==> src/logic/pss_consts.svh <==
// Constants of the pump start supervisor: offsets, fields, resets, timing.
// Assumes a 40 MHz clock and timers counted in tenths of a second.
`ifndef PSS_CONSTS_SVH
`define PSS_CONSTS_SVH
`define PSS_CLK_NS 25
`define PSS_TICK_NS 100000000
`define PSS_TICK_CYCLES (`PSS_TICK_NS / `PSS_CLK_NS)
// Register offsets
`define PSS_A_CTRL 6'h00
`define PSS_A_SDLY 6'h04
`define PSS_A_PRE 6'h08
`define PSS_A_POST 6'h0c
`define PSS_A_VALID 6'h10
`define PSS_A_VERIF 6'h14
`define PSS_A_TTS 6'h18
`define PSS_A_TRIPSPD 6'h1c
`define PSS_A_DTIME 6'h20
`define PSS_A_DCYC 6'h24
`define PSS_A_STAT 6'h28
// Control fields
`define PSS_F_LMODE 1:0
`define PSS_B_ADV 2
`define PSS_B_FLOW 3
`define PSS_B_DOUT 4
`define PSS_F_TRIG 11:5
`define PSS_B_CLR 12
// Status word bits
`define PSS_B_RUNOK 0
`define PSS_B_VERIF 1
`define PSS_B_TFLOW 2
`define PSS_B_TSPD 3
`define PSS_B_DERAG 23
// Reset values and limits, lube in seconds, others in tenths
`define PSS_RV_LUBE 10'h00a
`define PSS_LUBE_MAX 10'h258
`define PSS_RV_VERIF 16'h0096
`define PSS_VALID_MAX 16'h2706
`define PSS_VERIF_MAX 16'h09f6
`define PSS_RV_VALID 16'h0064
`define PSS_RV_TTS 16'h0064
`endif

==> src/logic/pss_pkg.sv <==
// Types shared by the pump start supervisor files.
// Assumes nothing beyond a SystemVerilog compiler.
package pss_pkg;
  typedef enum logic [3:0] {
    S_IDLE, S_DELAY, S_RAMP, S_VERIFY, S_RUN, S_TRIP,
    S_DSTOP, S_DOFF, S_DREV, S_DCOAST, S_DFWD
  } pss_state_type;
  typedef struct packed {
    logic [5:0] addr;
    logic [31:0] wdata;
    logic wr;
    logic rd;
  } pss_bus_type;
  typedef struct packed {
    logic slu;
    logic timed;
    logic hipow;
  } pss_trig_type;
endpackage

==> src/logic/pss_timer.sv <==
// Down counter in tenths of a second, one per supervision timer.
// Assumes tick_i is a one-cycle pulse from the common prescaler.
`timescale 1ns/100ps
module pss_timer #(
  parameter int W = 16
) (
  input wire logic clk_i,
  input wire logic rst_i,
  input wire logic ce_i,
  input wire logic tick_i,
  input wire logic load_i,
  input wire logic [W-1:0] value_i,
  output logic done_o
);
  import pss_pkg::*;
  logic [W-1:0] cnt_reg;

  // Load wins over the tick so a restart never loses a count
  always_ff @(posedge clk_i) begin
    if (rst_i) begin
      cnt_reg <= '0;
    end else if (ce_i) begin
      if (load_i) begin
        cnt_reg <= value_i;
      end else if (tick_i && cnt_reg != '0) begin
        cnt_reg <= cnt_reg - 1'b1;
      end
    end
  end

  assign done_o = (cnt_reg == '0);

  load_take_a: assert property (@(posedge clk_i) disable iff (rst_i)
    (ce_i && load_i) |=> cnt_reg == $past(value_i))
    else $error("timer did not take its load value");
  count_hold_a: assert property (@(posedge clk_i) disable iff (rst_i)
    !(ce_i && (load_i || tick_i)) |=> $stable(cnt_reg))
    else $error("timer moved without tick or load");
endmodule

==> src/logic/pss_supervisor.sv <==
// Pump start supervisor: lube output, start delay, flow confirmation,
// minimum speed trips and derag sequencing. Assumes a 40 MHz clock,
// speed_i and trig_i from logic on the same clock, the rest from pins.
`timescale 1ns/100ps
`include "pss_consts.svh"
//Contract
//- Extended status bit 23 is set exactly while a derag event runs.
//- Optional digital output follows the active derag status throughout.
//- Derag starts on start, stop, either, input, sequence logic, timer or power.
//- Enabled lube output rises on the run request edge for the pre-lube time; in modes 2 and 3 it stays on while run is requested.
//- Start delay keeps motor stopped; pre-lube while stopped; ramp after delay.
//- Lube mode: 0 off, 1 pre only, 2 pre and run, 3 plus post.
//- Pre-lube time 0 to 600 s, default 10, used only in mode 1.
//- Mode 3 holds lube after stop for post time 0 to 600 s, default 10.
//- Start loads start delay and time-to-speed together; ramp at delay end.
//- After start, run and wait validation time 0.1 to 999 s for flow.
//- After first flow, wait verification time and recheck before normal running.
//- Flow input lost before either window ends trips with flow alarm.
//- Verifying flow status shown while flow monitoring is active.
//- Advanced monitoring trips when speed falls below trip speed in running.
//- Trip when trip speed not reached before maximum time-to-speed expires.
//- Start delay and time-to-speed timers both start at the start command.
//- Start delay not below time-to-speed trips before ramping, motor never runs.
//- Derag: ramp to stop, off delay unless stopped, then reverse and forward pulses.
module pss_supervisor #(
  parameter int TICK_CYCLES = `PSS_TICK_CYCLES,
  parameter int SPD_W = 16,
  parameter logic [15:0] VALID_RST = `PSS_RV_VALID,
  parameter logic [15:0] TTS_RST = `PSS_RV_TTS
) (
  input wire logic clk_i,
  input wire logic rst_i,
  input wire logic ce_i,
  input wire pss_pkg::pss_bus_type bus_i,
  output logic [31:0] rdata_o,
  input wire logic run_req_i,
  input wire logic flow_ok_i,
  input wire logic derag_din_i,
  input wire pss_pkg::pss_trig_type trig_i,
  input wire logic [SPD_W-1:0] speed_i,
  output logic run_o,
  output logic rev_o,
  output logic coast_o,
  output logic lube_o,
  output logic derag_dout_o,
  output logic verifying_o,
  output logic [31:0] ext_status_o
);
  import pss_pkg::*;
  localparam int PW = $clog2(TICK_CYCLES);
  localparam int T_DLY = 0;
  localparam int T_TTS = 1;
  localparam int T_FLOW = 2;
  localparam int T_LUBE = 3;
  localparam int T_DRG = 4;

  generate
    if (TICK_CYCLES < 2 || SPD_W < 1 || SPD_W > 32) begin : g_bad
      $error("pss_supervisor: unsupported parameter values");
    end
  endgenerate

  pss_state_type state_reg, state_next;
  logic [2:0] meta_reg, sync_reg;
  logic run_d_reg, din_d_reg, arm_reg;
  logic [PW-1:0] pre_reg;
  logic tick_reg;
  logic [1:0] lmode_reg;
  logic adv_reg, flow_en_reg, dout_en_reg, clr_reg;
  logic [6:0] trig_en_reg;
  logic [9:0] pre_s_reg, post_s_reg;
  logic [15:0] sdly_reg, valid_reg, verif_reg, tts_reg, drun_reg, doff_reg;
  logic [SPD_W-1:0] tspd_reg;
  logic [3:0] dcyc_reg, cyc_reg;
  logic drg_pend_reg, reached_reg, coast_fwd_reg;
  logic pre_on_reg, post_on_reg, post_wait_reg;
  logic tflow_reg, tspd_trip_reg;
  logic [4:0] tmr_load, tmr_done;
  logic [15:0] tmr_val [0:4];
  logic run_s, flow_s, din_s, run_rise, run_fall, din_rise;
  logic start_go, in_derag, drg_start, run_state, spd_fail, trig_any;
  logic lube_ld, spd_low;

  function automatic logic [15:0] clamp16(input logic [15:0] v, input logic [15:0] hi);
    logic [15:0] r;
    r = (v > hi) ? hi : v;
    clamp16 = (r == 16'h0000) ? 16'h0001 : r;
  endfunction

  // Pin inputs pass two flops; only the second stage is read
  always_ff @(posedge clk_i) begin
    if (rst_i) begin
      meta_reg <= 3'h0;
      sync_reg <= 3'h0;
    end else if (ce_i) begin
      meta_reg <= {derag_din_i, flow_ok_i, run_req_i};
      sync_reg <= meta_reg;
    end
  end

  assign run_s = sync_reg[0];
  assign flow_s = sync_reg[1];
  assign din_s = sync_reg[2];
  assign run_rise = run_s && !run_d_reg;
  assign run_fall = !run_s && run_d_reg;
  assign din_rise = din_s && !din_d_reg;

  // Edge history and start arming
  always_ff @(posedge clk_i) begin
    if (rst_i) begin
      run_d_reg <= 1'b0;
      din_d_reg <= 1'b0;
      arm_reg <= 1'b0;
    end else if (ce_i) begin
      run_d_reg <= run_s;
      din_d_reg <= din_s;
      if (run_rise) begin
        arm_reg <= 1'b1;
      end else if (run_fall || state_next == S_TRIP) begin
        arm_reg <= 1'b0;
      end
    end
  end

  // Shared 0.1 s tick; restarted on start so timers stay aligned
  always_ff @(posedge clk_i) begin
    if (rst_i) begin
      pre_reg <= '0;
      tick_reg <= 1'b0;
    end else if (ce_i) begin
      tick_reg <= 1'b0;
      if (start_go) begin
        pre_reg <= '0;
      end else if (pre_reg == PW'(TICK_CYCLES - 1)) begin
        pre_reg <= '0;
        tick_reg <= 1'b1;
      end else begin
        pre_reg <= pre_reg + 1'b1;
      end
    end
  end

  // Register writes; out-of-range times are clamped, not refused
  always_ff @(posedge clk_i) begin
    if (rst_i) begin
      lmode_reg <= 2'h0;
      adv_reg <= 1'b0;
      flow_en_reg <= 1'b0;
      dout_en_reg <= 1'b0;
      trig_en_reg <= 7'h00;
      clr_reg <= 1'b0;
      sdly_reg <= 16'h0000;
      pre_s_reg <= `PSS_RV_LUBE;
      post_s_reg <= `PSS_RV_LUBE;
      valid_reg <= VALID_RST;
      verif_reg <= `PSS_RV_VERIF;
      tts_reg <= TTS_RST;
      tspd_reg <= '0;
      drun_reg <= 16'h0001;
      doff_reg <= 16'h0001;
      dcyc_reg <= 4'h1;
    end else if (ce_i) begin
      clr_reg <= 1'b0;
      if (bus_i.wr) begin
        unique case (bus_i.addr)
          `PSS_A_CTRL: begin
            lmode_reg <= bus_i.wdata[`PSS_F_LMODE];
            adv_reg <= bus_i.wdata[`PSS_B_ADV];
            flow_en_reg <= bus_i.wdata[`PSS_B_FLOW];
            dout_en_reg <= bus_i.wdata[`PSS_B_DOUT];
            trig_en_reg <= bus_i.wdata[`PSS_F_TRIG];
            clr_reg <= bus_i.wdata[`PSS_B_CLR];
          end
          `PSS_A_SDLY: sdly_reg <= bus_i.wdata[15:0];
          `PSS_A_PRE: pre_s_reg <= (bus_i.wdata[9:0] > `PSS_LUBE_MAX) ? `PSS_LUBE_MAX : bus_i.wdata[9:0];
          `PSS_A_POST: post_s_reg <= (bus_i.wdata[9:0] > `PSS_LUBE_MAX) ? `PSS_LUBE_MAX : bus_i.wdata[9:0];
          `PSS_A_VALID: valid_reg <= clamp16(bus_i.wdata[15:0], `PSS_VALID_MAX);
          `PSS_A_VERIF: verif_reg <= clamp16(bus_i.wdata[15:0], `PSS_VERIF_MAX);
          `PSS_A_TTS: tts_reg <= bus_i.wdata[15:0];
          `PSS_A_TRIPSPD: tspd_reg <= bus_i.wdata[SPD_W-1:0];
          `PSS_A_DTIME: begin
            drun_reg <= bus_i.wdata[15:0];
            doff_reg <= bus_i.wdata[31:16];
          end
          `PSS_A_DCYC: dcyc_reg <= bus_i.wdata[3:0];
          default: ;
        endcase
      end
    end
  end

  // Read data one cycle after the strobe; unmapped reads give zero
  always_ff @(posedge clk_i) begin
    if (rst_i) begin
      rdata_o <= 32'h0000_0000;
    end else if (ce_i) begin
      rdata_o <= 32'h0000_0000;
      if (bus_i.rd) begin
        unique case (bus_i.addr)
          `PSS_A_CTRL: rdata_o <= {19'h0, 1'b0, trig_en_reg, dout_en_reg, flow_en_reg, adv_reg, lmode_reg};
          `PSS_A_SDLY: rdata_o <= {16'h0, sdly_reg};
          `PSS_A_PRE: rdata_o <= {22'h0, pre_s_reg};
          `PSS_A_POST: rdata_o <= {22'h0, post_s_reg};
          `PSS_A_VALID: rdata_o <= {16'h0, valid_reg};
          `PSS_A_VERIF: rdata_o <= {16'h0, verif_reg};
          `PSS_A_TTS: rdata_o <= {16'h0, tts_reg};
          `PSS_A_TRIPSPD: rdata_o <= 32'(tspd_reg);
          `PSS_A_DTIME: rdata_o <= {doff_reg, drun_reg};
          `PSS_A_DCYC: rdata_o <= {28'h0, dcyc_reg};
          `PSS_A_STAT: rdata_o <= ext_status_o;
          default: rdata_o <= 32'h0000_0000;
        endcase
      end
    end
  end

  // Supervision timers, one per concern
  assign tmr_val[T_DLY] = sdly_reg;
  assign tmr_val[T_TTS] = tts_reg;
  assign tmr_val[T_FLOW] = (state_reg == S_DELAY) ? valid_reg : verif_reg;
  assign tmr_val[T_LUBE] = post_wait_reg ? ({6'h00, post_s_reg} * 16'h000a) : ({6'h00, pre_s_reg} * 16'h000a);
  assign tmr_val[T_DRG] = (state_next == S_DREV || state_next == S_DFWD) ? drun_reg : doff_reg;
  generate
    for (genvar i = 0; i < 5; i++) begin : g_tmr
      pss_timer #(.W(16)) u_tmr (
        .clk_i(clk_i),
        .rst_i(rst_i),
        .ce_i(ce_i),
        .tick_i(tick_reg),
        .load_i(tmr_load[i]),
        .value_i(tmr_val[i]),
        .done_o(tmr_done[i])
      );
    end
  endgenerate

  // Both start timers load together on the start command
  assign start_go = (state_reg == S_IDLE) && (state_next == S_DELAY);
  assign tmr_load[T_DLY] = start_go;
  assign tmr_load[T_TTS] = start_go;
  assign tmr_load[T_FLOW] = (state_next == S_RAMP || state_next == S_VERIFY) && state_next != state_reg;
  assign lube_ld = (run_rise && lmode_reg == 2'h1) || (post_wait_reg && speed_i == '0 && lmode_reg == 2'h3);
  assign tmr_load[T_LUBE] = lube_ld;
  assign tmr_load[T_DRG] = state_next != state_reg && (state_next == S_DOFF || state_next == S_DREV
    || state_next == S_DCOAST || state_next == S_DFWD);

  assign in_derag = state_reg inside {S_DSTOP, S_DOFF, S_DREV, S_DCOAST, S_DFWD};
  assign run_state = state_reg inside {S_DELAY, S_RAMP, S_VERIFY, S_RUN};
  assign drg_start = !in_derag && (state_next == S_DSTOP || state_next == S_DREV);
  assign spd_low = speed_i < tspd_reg;
  assign spd_fail = adv_reg && tmr_done[T_TTS] && !reached_reg;
  assign trig_any = !in_derag && ((trig_en_reg[0] && run_rise) || (trig_en_reg[1] && run_fall)
    || (trig_en_reg[2] && (run_rise || run_fall)) || (trig_en_reg[3] && din_rise)
    || (trig_en_reg[4] && trig_i.slu) || (trig_en_reg[5] && trig_i.timed)
    || (trig_en_reg[6] && trig_i.hipow));

  // Sequencer; trips outrank derag, a stop outranks trips
  always_comb begin
    state_next = state_reg;
    unique case (state_reg)
      S_IDLE: begin
        if (drg_pend_reg) begin
          state_next = (speed_i != '0) ? S_DSTOP : S_DREV;
        end else if (run_s && arm_reg) begin
          state_next = S_DELAY;
        end
      end
      S_DELAY: begin
        if (!run_s) begin
          state_next = S_IDLE;
        end else if (adv_reg && tmr_done[T_TTS]) begin
          state_next = S_TRIP;
        end else if (tmr_done[T_DLY]) begin
          state_next = S_RAMP;
        end
      end
      S_RAMP: begin
        if (!run_s) begin
          state_next = S_IDLE;
        end else if (spd_fail) begin
          state_next = S_TRIP;
        end else if (flow_en_reg && flow_s) begin
          state_next = S_VERIFY;
        end else if (flow_en_reg && tmr_done[T_FLOW]) begin
          state_next = S_TRIP;
        end else if (!flow_en_reg && (reached_reg || !adv_reg)) begin
          state_next = S_RUN;
        end
      end
      S_VERIFY: begin
        if (!run_s) begin
          state_next = S_IDLE;
        end else if (spd_fail || !flow_s) begin
          state_next = S_TRIP;
        end else if (tmr_done[T_FLOW] && (reached_reg || !adv_reg)) begin
          state_next = S_RUN;
        end
      end
      S_RUN: begin
        if (!run_s) begin
          state_next = S_IDLE;
        end else if (adv_reg && spd_low) begin
          state_next = S_TRIP;
        end else if (drg_pend_reg) begin
          state_next = S_DSTOP;
        end
      end
      S_TRIP: if (clr_reg) state_next = S_IDLE;
      S_DSTOP: if (speed_i == '0) state_next = S_DOFF;
      S_DOFF: if (tmr_done[T_DRG]) state_next = S_DREV;
      S_DREV: if (tmr_done[T_DRG]) state_next = S_DCOAST;
      S_DCOAST: if (tmr_done[T_DRG]) state_next = coast_fwd_reg ? S_DFWD : S_DREV;
      S_DFWD: if (tmr_done[T_DRG]) state_next = (cyc_reg <= 4'h1) ? S_IDLE : S_DCOAST;
      default: state_next = S_IDLE;
    endcase
  end

  // State, derag bookkeeping and speed-reached memory
  always_ff @(posedge clk_i) begin
    if (rst_i) begin
      state_reg <= S_IDLE;
      drg_pend_reg <= 1'b0;
      cyc_reg <= 4'h0;
      coast_fwd_reg <= 1'b0;
      reached_reg <= 1'b0;
    end else if (ce_i) begin
      state_reg <= state_next;
      if (trig_any) begin
        drg_pend_reg <= 1'b1;
      end else if (drg_start) begin
        drg_pend_reg <= 1'b0;
      end
      if (drg_start) begin
        cyc_reg <= (dcyc_reg == 4'h0) ? 4'h1 : dcyc_reg;
      end else if (state_reg == S_DFWD && state_next == S_DCOAST) begin
        cyc_reg <= cyc_reg - 1'b1;
      end
      if (state_next == S_DCOAST && state_reg != S_DCOAST) begin
        coast_fwd_reg <= (state_reg == S_DREV);
      end
      if (start_go) begin
        reached_reg <= 1'b0;
      end else if (run_state && !spd_low) begin
        reached_reg <= 1'b1;
      end
    end
  end

  // Lube phases: pre in mode 1 only, post waits for standstill
  always_ff @(posedge clk_i) begin
    if (rst_i) begin
      pre_on_reg <= 1'b0;
      post_on_reg <= 1'b0;
      post_wait_reg <= 1'b0;
    end else if (ce_i) begin
      if (run_rise && lmode_reg == 2'h1) begin
        pre_on_reg <= 1'b1;
      end else if (pre_on_reg && tmr_done[T_LUBE]) begin
        pre_on_reg <= 1'b0;
      end
      if (run_rise) begin
        post_wait_reg <= 1'b0;
        post_on_reg <= 1'b0;
      end else if (lmode_reg == 2'h3 && run_state && state_next == S_IDLE) begin
        post_wait_reg <= 1'b1;
      end else if (post_wait_reg && lube_ld) begin
        post_wait_reg <= 1'b0;
        post_on_reg <= 1'b1;
      end else if (post_on_reg && tmr_done[T_LUBE]) begin
        post_on_reg <= 1'b0;
      end
    end
  end

  // Trip causes; a new trip wins over a clear in the same cycle
  always_ff @(posedge clk_i) begin
    if (rst_i) begin
      tflow_reg <= 1'b0;
      tspd_trip_reg <= 1'b0;
    end else if (ce_i) begin
      if (state_next == S_TRIP && state_reg != S_TRIP) begin
        tflow_reg <= !spd_fail && !(state_reg == S_RUN) && !(state_reg == S_DELAY);
        tspd_trip_reg <= spd_fail || state_reg == S_RUN || state_reg == S_DELAY;
      end else if (clr_reg && state_reg == S_TRIP) begin
        tflow_reg <= 1'b0;
        tspd_trip_reg <= 1'b0;
      end
    end
  end

  // Outputs follow the next state so pins change with the state
  always_ff @(posedge clk_i) begin
    if (rst_i) begin
      run_o <= 1'b0;
      rev_o <= 1'b0;
      coast_o <= 1'b0;
      lube_o <= 1'b0;
      derag_dout_o <= 1'b0;
      verifying_o <= 1'b0;
      ext_status_o <= 32'h0000_0000;
    end else if (ce_i) begin
      run_o <= state_next inside {S_RAMP, S_VERIFY, S_RUN, S_DREV, S_DFWD};
      rev_o <= state_next == S_DREV;
      coast_o <= state_next inside {S_DOFF, S_DCOAST};
      lube_o <= (pre_on_reg && lmode_reg == 2'h1) || (lmode_reg[1] && (run_s || run_state))
        || (lmode_reg == 2'h3 && (post_on_reg || post_wait_reg));
      derag_dout_o <= dout_en_reg && (state_next inside {S_DSTOP, S_DOFF, S_DREV, S_DCOAST, S_DFWD});
      verifying_o <= flow_en_reg && (state_next inside {S_RAMP, S_VERIFY});
      ext_status_o <= 32'h0000_0000;
      ext_status_o[`PSS_B_RUNOK] <= state_next == S_RUN;
      ext_status_o[`PSS_B_VERIF] <= flow_en_reg && (state_next inside {S_RAMP, S_VERIFY});
      ext_status_o[`PSS_B_TFLOW] <= tflow_reg;
      ext_status_o[`PSS_B_TSPD] <= tspd_trip_reg;
      ext_status_o[`PSS_B_DERAG] <= state_next inside {S_DSTOP, S_DOFF, S_DREV, S_DCOAST, S_DFWD};
    end
  end

  derag_stat_a: assert property (@(posedge clk_i) disable iff (rst_i)
    ext_status_o[`PSS_B_DERAG] == in_derag)
    else $error("derag status bit disagrees with sequencer");
  derag_dout_a: assert property (@(posedge clk_i) disable iff (rst_i)
    derag_dout_o |-> ext_status_o[`PSS_B_DERAG])
    else $error("derag output high outside a derag event");
  derag_trig_a: assert property (@(posedge clk_i) disable iff (rst_i)
    (ce_i && trig_any) |=> (drg_pend_reg || in_derag))
    else $error("derag trigger was lost");
  lube_rise_a: assert property (@(posedge clk_i) disable iff (rst_i)
    (ce_i && run_rise && lmode_reg != 2'h0) ##1 ce_i |=> lube_o)
    else $error("lube output missing after run request");
  delay_hold_a: assert property (@(posedge clk_i) disable iff (rst_i)
    (state_reg == S_DELAY) |-> !run_o)
    else $error("motor runs during start delay");
  tts_before_a: assert property (@(posedge clk_i) disable iff (rst_i)
    (ce_i && state_reg == S_DELAY && run_s && adv_reg && tmr_done[T_TTS]) |=> state_reg == S_TRIP && !run_o)
    else $error("start delay outlasting time-to-speed did not trip");
  flow_drop_a: assert property (@(posedge clk_i) disable iff (rst_i)
    (ce_i && state_reg == S_VERIFY && run_s && !flow_s) |=> state_reg == S_TRIP)
    else $error("flow loss during verification did not trip");
  verify_stat_a: assert property (@(posedge clk_i) disable iff (rst_i)
    verifying_o |-> state_reg inside {S_RAMP, S_VERIFY})
    else $error("verifying flag outside flow monitoring");
  min_speed_a: assert property (@(posedge clk_i) disable iff (rst_i)
    (ce_i && state_reg == S_RUN && run_s && adv_reg && spd_low) |=> state_reg == S_TRIP)
    else $error("low speed in running did not trip");
  start_load_a: assert property (@(posedge clk_i) disable iff (rst_i)
    (ce_i && start_go) |=> (tmr_done[T_DLY] == ($past(sdly_reg) == 16'h0000))
      && (tmr_done[T_TTS] == ($past(tts_reg) == 16'h0000)))
    else $error("start timers not loaded together");
endmodule

==> config.mk <==
export PLATFORM = sky130hd
export DESIGN_NAME = pss_supervisor
export DESIGN_NICKNAME = d
export VERILOG_FILES = /design/src/logic/pss_pkg.sv /design/src/logic/pss_timer.sv /design/src/logic/pss_supervisor.sv
export VERILOG_INCLUDE_DIRS = /design/src /design/src/logic
export SDC_FILE = /design/constraint.sdc
export NUM_CORES = 1
export LEC_CHECK = 0
export BUFFER_PORTS_ARGS = -buffer_cell sky130_fd_sc_hd__buf_2
export CAP_MARGIN = 40
export CORE_ASPECT_RATIO = 1.5
export CORE_MARGIN = 2
export CORE_UTILIZATION = 45
export CTS_CLUSTER_DIAMETER = 40
export DETAILED_ROUTE_END_ITERATION = 7
export GPL_TIMING_DRIVEN = 0
export PLACE_DENSITY = 0.75
export REMOVE_ABC_BUFFERS = 1
export SLEW_MARGIN = 20
export SYNTH_ARGS = -nofsm -noshare
export SYNTH_HDL_FRONTEND = slang
export SYNTH_SLANG_ARGS = --single-unit
==> constraint.sdc <==
create_clock -name clk_i -period 4.6 [get_ports clk_i]
set_input_delay 1.38 -clock clk_i [delete_from_list [all_inputs] [get_ports clk_i]]
set_output_delay 1.38 -clock clk_i [all_outputs]
set_load 0.01 [all_outputs]
==> impl_metrics.py, run 1 <==
metrics = {
    "sta": {
        "fmax_mhz": 225,
        "period_share_pct": 96.8,
        "finalSetupViolCount": 0,
        "hold_viol_final": 0,
        "hold_ws_ns": 0.459,
        "max_slew_margin_pct": 40.1,
        "slew_violations": 0,
        "rsz0062_at_grt": "yes",
        "tightest_slew_ns": 0.897,
        "skew_ns": 0.0130,
        "tns_ns": 0,
        "min_period_ns": 4.45,
    },
    "routing": {
        "wirelength_mm": 58.1,
        "vias": 17700,
        "routedWlPerCell_um": 20.4,
        "drt-pass1-iter-count": 6,
        "drt-initial-drc-count": 1692,
        "drtAntennaViolNets": 0,
        "route.detailed.drc": 0,
        "vias_per_cell": 6.21,
    },
    "worst_setup_path": {
        "arrival_ns": 4.85,
        "critPathLaunch": "speed_i[5]",
        "critPathKind": "in -> reg",
        "r2r_end": "g_tmr[4].u_tmr.cnt_reg[12]",
        "cp_max_fo": 16,
        "worstSetupEndpointType": "flip-flop",
        "reg2reg_setup_slack_ns": 0.28,
        "r2r_cells": 11,
        "cp-start-kind": "primary input",
        "endpoint": "g_tmr[4].u_tmr.cnt_reg[12]",
        "reg2reg_from": "state_reg[2]",
        "cp.required_ns": 5.00,
    },
    "power_and_ir_drop": {
        "total_power_mw": 6.38,
        "ir_drop_mv": 0.297,
        "power.leakage_nw": 7.39,
        "p_per_area_mw_per_mm2": 321,
    },
    "yosys": {
        "ys_types": 91,
        "synth-seq-cells": 319,
        "seq_area_frac_synth_pct": 36.1,
        "synth_top_area_share_pct": 36.1,
        "synth_flop_cell": "dfxtp_1",
        "synth_area_leader_cell": "dfxtp_1",
        "synth_area_per_cell_um2": 7.67,
        "async_reset_ff_share_pct": 0,
        "synth_area_mm2": 0.0177,
        "yosysWarnings": 0,
        "ys_top_cells_by_area": "dfxtp_1 36%, nand2_1 8.1%, a21oi_1 6.3%, nor2_1 4.6%, a22oi_1 4.2%",
        "synth_edf_count": 0,
        "synthCells": 2305,
    },
    "finish": {
        "final_cells": 2844,
        "final_cell_mix": "381 x nand2_1, 319 x dfxtp_1, 220 x a21oi_1, 215 x nor2_1, 132 x o21ai_0",
        "largest_reg_flops": 80,
        "final_util_pct": 51.4,
        "final_net_count": 2445,
        "final_common_cell": "nand2_1",
        "fill_cells": 3590,
        "drive_above_1_share_pct": 11.9,
        "synthToLayoutAreaGrowth_pct": 12.3,
    },
    "clock_network": {
        "root_buffer": "clkbuf_16",
        "clk_path_buf_depth": 3,
        "cts_tree": "built",
        "numCtsBuffers": 37,
        "cts.clk_slew.worst_paths_ns": 0.06,
        "cts_num_sinks": 319,
        "htree_levels": 2,
        "clk_latency_ns": 0.54,
        "holdBufCountCts": 0,
    },
    "placed_design": {
        "io_buffers": 107,
        "place_inst": 2775,
        "gp_congestion": 0.993,
        "hpwlAfterDp_mm": 41.4,
    },
    "hold_path": {
        "hp-class": "reg -> reg",
    },
    "run": {
        "maxCapViolations": 0,
    },
    "die": {
        "initial_core_util_pct": 45.8,
        "dieWidth_um": 166,
        "io_pins": 135,
        "rows": 88,
        "core_area_mm2": 0.0386,
        "die_height_um": 247,
        "dieArea_mm2": 0.0409,
    },
    "global_routing": {
        "grt_first_pass_wirelength_mm": 91.2,
        "antenna_found_initial": 1,
        "overflow": 0,
        "grt_pass1_vias": 16600,
        "grt_max_degree": 128,
        "grt_usage_pct": 27.5,
    },
    "run_status": {
        "status": "finished clean",
    },
}
==> how the worst min path moves through the flow <==
stage	from	endpoint	slack [ns]	cells past startpoint
global route	sdly_reg[8]	sdly_reg[8]	0.48	2
floorplan	sdly_reg[8]	sdly_reg[8]	0.43	2
CTS	derag_dout_o	derag_dout_o	0.46	2
global placement	sdly_reg[8]	sdly_reg[8]	0.44	2
detailed placement	derag_dout_o	derag_dout_o	0.45	2
finish	derag_dout_o	derag_dout_o	0.46	2
==> synth_stat cells (6+ instances only) <==
library cell,instances
a211oi_1,32
a21o_1,10
a21oi_1,221
a22oi_1,99
a311oi_1,10
a31oi_1,17
and2_1,13
and3_1,29
buf_1,7
buf_2,11
buf_4,29
clkbuf_1,139
dfxtp_1,319
ha_1,59
inv_1,58
mux2_2,23
mux2i_1,45
mux4_2,7
nand2_1,381
nand2b_1,18
nand3_1,83
nand3b_1,7
nand4_1,24
nor2_1,218
nor2b_1,14
nor3_1,65
nor3b_1,12
nor4_1,38
o211ai_1,23
o21ai_0,132
o21bai_1,8
o22ai_1,10
o311ai_0,6
o32ai_1,8
xnor2_1,16
==> what timing repair did <==
item / 4_1_cts / 5_1_grt
gates cloned: 0 / 0
pin swaps: 0 / 1
buffers inserted: 0 / 0
resized for setup: 2 / 2
endpoints found under the setup margin: 15 / 16
==> worst max-delay path, cell delays in order <==
cell	delay, ns
buf_2	0.13
ha_1	0.31
a21o_1	0.16
a21o_1	0.18
a221oi_2	0.46
o211ai_1	0.38
o211ai_2	0.50
xnor2_1	0.13
a41oi_2	0.41
nand2_2	0.29
o21ai_0	0.34
o221ai_1	0.16
==> final cells by class <==
type | instances | area, µm² | share of cell area (%)
flip-flops and latches | 319 | 6390 | 32.2
clock inverters | 23 | 255 | 1.29
clock buffers | 45 | 1050 | 5.28
inverters | 58 | 220 | 1.11
repair buffers | 138 | 907 | 4.57
well taps | 495 | 619 | 3.12
multi-input cells | 1765 | 10400 | 52.5
diodes | 1 | 2.50 | 0.0126
==> cells by family after synthesis <==
group / count (synthesis) / share of synthesized area, %
buffers and inverters: 247 / 6.06
XOR/XNOR: 20 / 0.991
other: 1 / 0.0212
adder cells (fa/ha/maj): 61 / 4.40
multiplexers: 75 / 4.90
AO/OA/AOI/OAI: 643 / 23.0
flip-flops: 319 / 36.1
AND/OR/NAND/NOR: 939 / 24.5
==> metal layers <==
metal	GRT usage, %	share of wire [%]
met1	30.3	36
met3	4.85	7.5
met5	0	0
met4	21.8	8.9
met2	46.8	47
==> power breakdown <==
group | internal (mW) | switching (mW) | total, mW | leakage [nW]
sequential | 2.78 | 0.0290 | 2.81 | 2.57
clock | 1.87 | 1.26 | 3.13 | 0.642
combinational | 0.132 | 0.311 | 0.443 | 4.17
total | 4.78 | 1.60 | 6.38 | 7.39
==> stage by stage <==
stage	cell area (µm²)	worst slack [ns]
after global placement	18100	-5.12
after global routing	19900	-0.0196
after floorplan	16900	-0.142
after CTS	19800	0.106
after detailed placement	18500	-0.648
final	19900	0.149
Note: power is estimated with default switching activity, not from simulation.
==> run 2, diff against run 1 <==
CORE_UTILIZATION = 30   (was 45)
PLACE_DENSITY = 0.58   (was 0.75)
==> run 2 against run 1 <==
Against the previous run:
- sequential cell count is the same
- critical endpoint unchanged
- sequential power is essentially flat
- combinational power grew 4.5%
- hold slack gained 0.0010 ns
- global-route usage shrank 7.2 points
==> impl_metrics.py, run 2 (same netlist as run 1, synthesis figures left out) <==
metrics = {
    "run_status": {
        "status": "finished clean",
    },
    "die": {
        "io_pins": 135,
        "initial_core_util_pct": 30.2,
        "dieWidth_um": 202,
        "die_height_um": 301,
        "rows": 109,
        "core_area_mm2": 0.0586,
        "dieArea_mm2": 0.0609,
    },
    "global_routing": {
        "grt_first_pass_wirelength_mm": 97.3,
        "grt_pass1_vias": 16700,
        "antenna_found_initial": 0,
        "grt_usage_pct": 20.3,
        "grt_max_degree": 99,
        "overflow": 0,
    },
    "sta": {
        "finalSetupViolCount": 0,
        "max_slew_margin_pct": 44.7,
        "period_share_pct": 94.8,
        "fmax_mhz": 229,
        "skew_ns": 0.0175,
        "tns_ns": 0,
        "hold_viol_final": 0,
        "tightest_slew_ns": 0.829,
        "rsz0062_at_grt": "no",
        "min_period_ns": 4.36,
        "slew_violations": 0,
    },
    "clock_network": {
        "cts.clk_slew.worst_paths_ns": 0.06,
        "root_buffer": "clkbuf_16",
        "clk_latency_ns": 0.55,
        "cts_num_sinks": 319,
        "postCtsSetupRepairBufs": 0,
        "htree_levels": 2,
        "clk_path_buf_depth": 3,
        "cts_tree": "built",
        "numCtsBuffers": 39,
    },
    "routing": {
        "route.detailed.drc": 0,
        "vias_per_cell": 5.62,
        "drt-pass1-iter-count": 6,
        "drtAntennaViolNets": 0,
        "drt-initial-drc-count": 1656,
        "vias": 17600,
        "wirelength_mm": 63.8,
        "routedWlPerCell_um": 20.3,
    },
    "power_and_ir_drop": {
        "p_per_area_mw_per_mm2": 325,
        "power.leakage_nw": 7.48,
        "clockPowerShare_pct": 50.6,
        "switching_share_pct": 25.1,
        "cell_internal_pwr_mw": 4.96,
        "ir_drop_mv": 0.266,
        "p_comb_share_pct": 7.0,
        "switchingPower_mw": 1.66,
        "total_power_mw": 6.62,
        "p_seq_share_pct": 42.4,
    },
    "finish": {
        "largest_reg_flops": 80,
        "drive_above_1_share_pct": 12.3,
        "synthToLayoutAreaGrowth_pct": 15.3,
        "fill_cells": 6198,
        "antenna_cells_inserted": 0,
        "final_common_cell": "nand2_1",
        "final_cell_mix": "380 x nand2_1, 319 x dfxtp_1, 220 x a21oi_1, 215 x nor2_1, 132 x o21ai_0",
        "final_util_pct": 34.8,
        "multi_input_area_mm2": 0.0104,
        "final_net_count": 2456,
        "regArea_mm2": 0.00639,
    },
    "worst_setup_path": {
        "cp.required_ns": 5.02,
        "arrival_ns": 4.78,
        "crit_top_cell": "a41oi_2",
        "cp_max_fo": 16,
        "critPathKind": "in -> reg",
        "crit_chain": "buf_2 -> nor4_1 -> nand4_1 -> a41oi_2 -> nand3_1 -> mux2_2 -> a41oi_2 -> nand2_2 -> o21ai_0 -> o221ai_1",
        "slowest_stage": "nand4_1",
        "worstSetupEndpointType": "flip-flop",
        "cp-start-kind": "primary input",
        "worst_path_largest_cell_delay_ns": 0.49,
    },
    "run": {
        "maxCapViolations": 0,
    },
    "placed_design": {
        "gp_congestion": 0.981,
        "hpwlAfterDp_mm": 46.1,
        "io_buffers": 107,
    },
    "hold_path": {
        "hp-class": "reg -> reg",
    },
}
-- run 2: cell type report --
cell class	instances	share of cell area, %
Tap cell	777	4.77
Clock inverter	23	1.46
Inverter	58	1.08
Timing Repair Buffer	147	4.93
Multi-Input combinational cell	1765	51.1
Clock buffer	48	5.36
Sequential cell	319	31.3
-- run 2: through the flow --
step | hold WS [ns] | setup WS, ns | area (µm²) | cells
2_1_floorplan | 0.430 | -0.142 | 16900 | 2142
3_3_place_gp | 0.443 | -5.70 | 18400 | 3026
3_5_place_dp | 0.454 | -0.570 | 18900 | 3061
4_1_cts | 0.462 | 0.0957 | 20300 | 3132
5_1_grt | 0.486 | 0.0505 | 20400 | 3137
6_report | 0.460 | 0.237 | 20400 | 3137
-- run 2: critical path, delay by kind of cell --
kind / cells / cell delay, ns
and+or+nand+nor: 4 / 1.56
AOI/OAI and AO/OA: 4 / 1.28
muxes: 1 / 0.45
buffers and inverters: 1 / 0.11
-- run 2: worst paths after layout --
kind                start                          to  slack, ns  cells after the start
max reg2reg  state_reg[2]  g_tmr[4].u_tmr.cnt_reg[12]       0.46                     11
min           sdly_reg[8]                 sdly_reg[8]       0.46                      2
min reg2reg   sdly_reg[8]                 sdly_reg[8]       0.46                      2
max            speed_i[1]  g_tmr[4].u_tmr.cnt_reg[12]       0.24                     10
-- run 2: timing repair --
item,4_1_cts,5_1_grt
resized for setup,1,1
hold buffers,0,0
endpoints found under the setup margin,1,17
-- run 2: power by group through the flow --
stage | clock [mW] | combinational [mW] | sequential (mW)
6_report | 3.35 | 0.463 | 2.81
5_1_grt | 3.49 | 0.495 | 2.81
4_1_cts | 3.39 | 0.451 | 2.81
3_5_place_dp | 0 | 0.449 | 2.87
3_3_place_gp | 0 | 0.419 | 2.87
2_1_floorplan | 0 | 0.205 | 2.86
-- run 2: metal layers --
layer	global-route usage (%)	share of wire, %	wire [µm]
met1	22.9	39	24900
met2	35.7	49	31000
met3	2.16	4.7	3010
met4	14.4	7.7	4890
met5	0	0	0
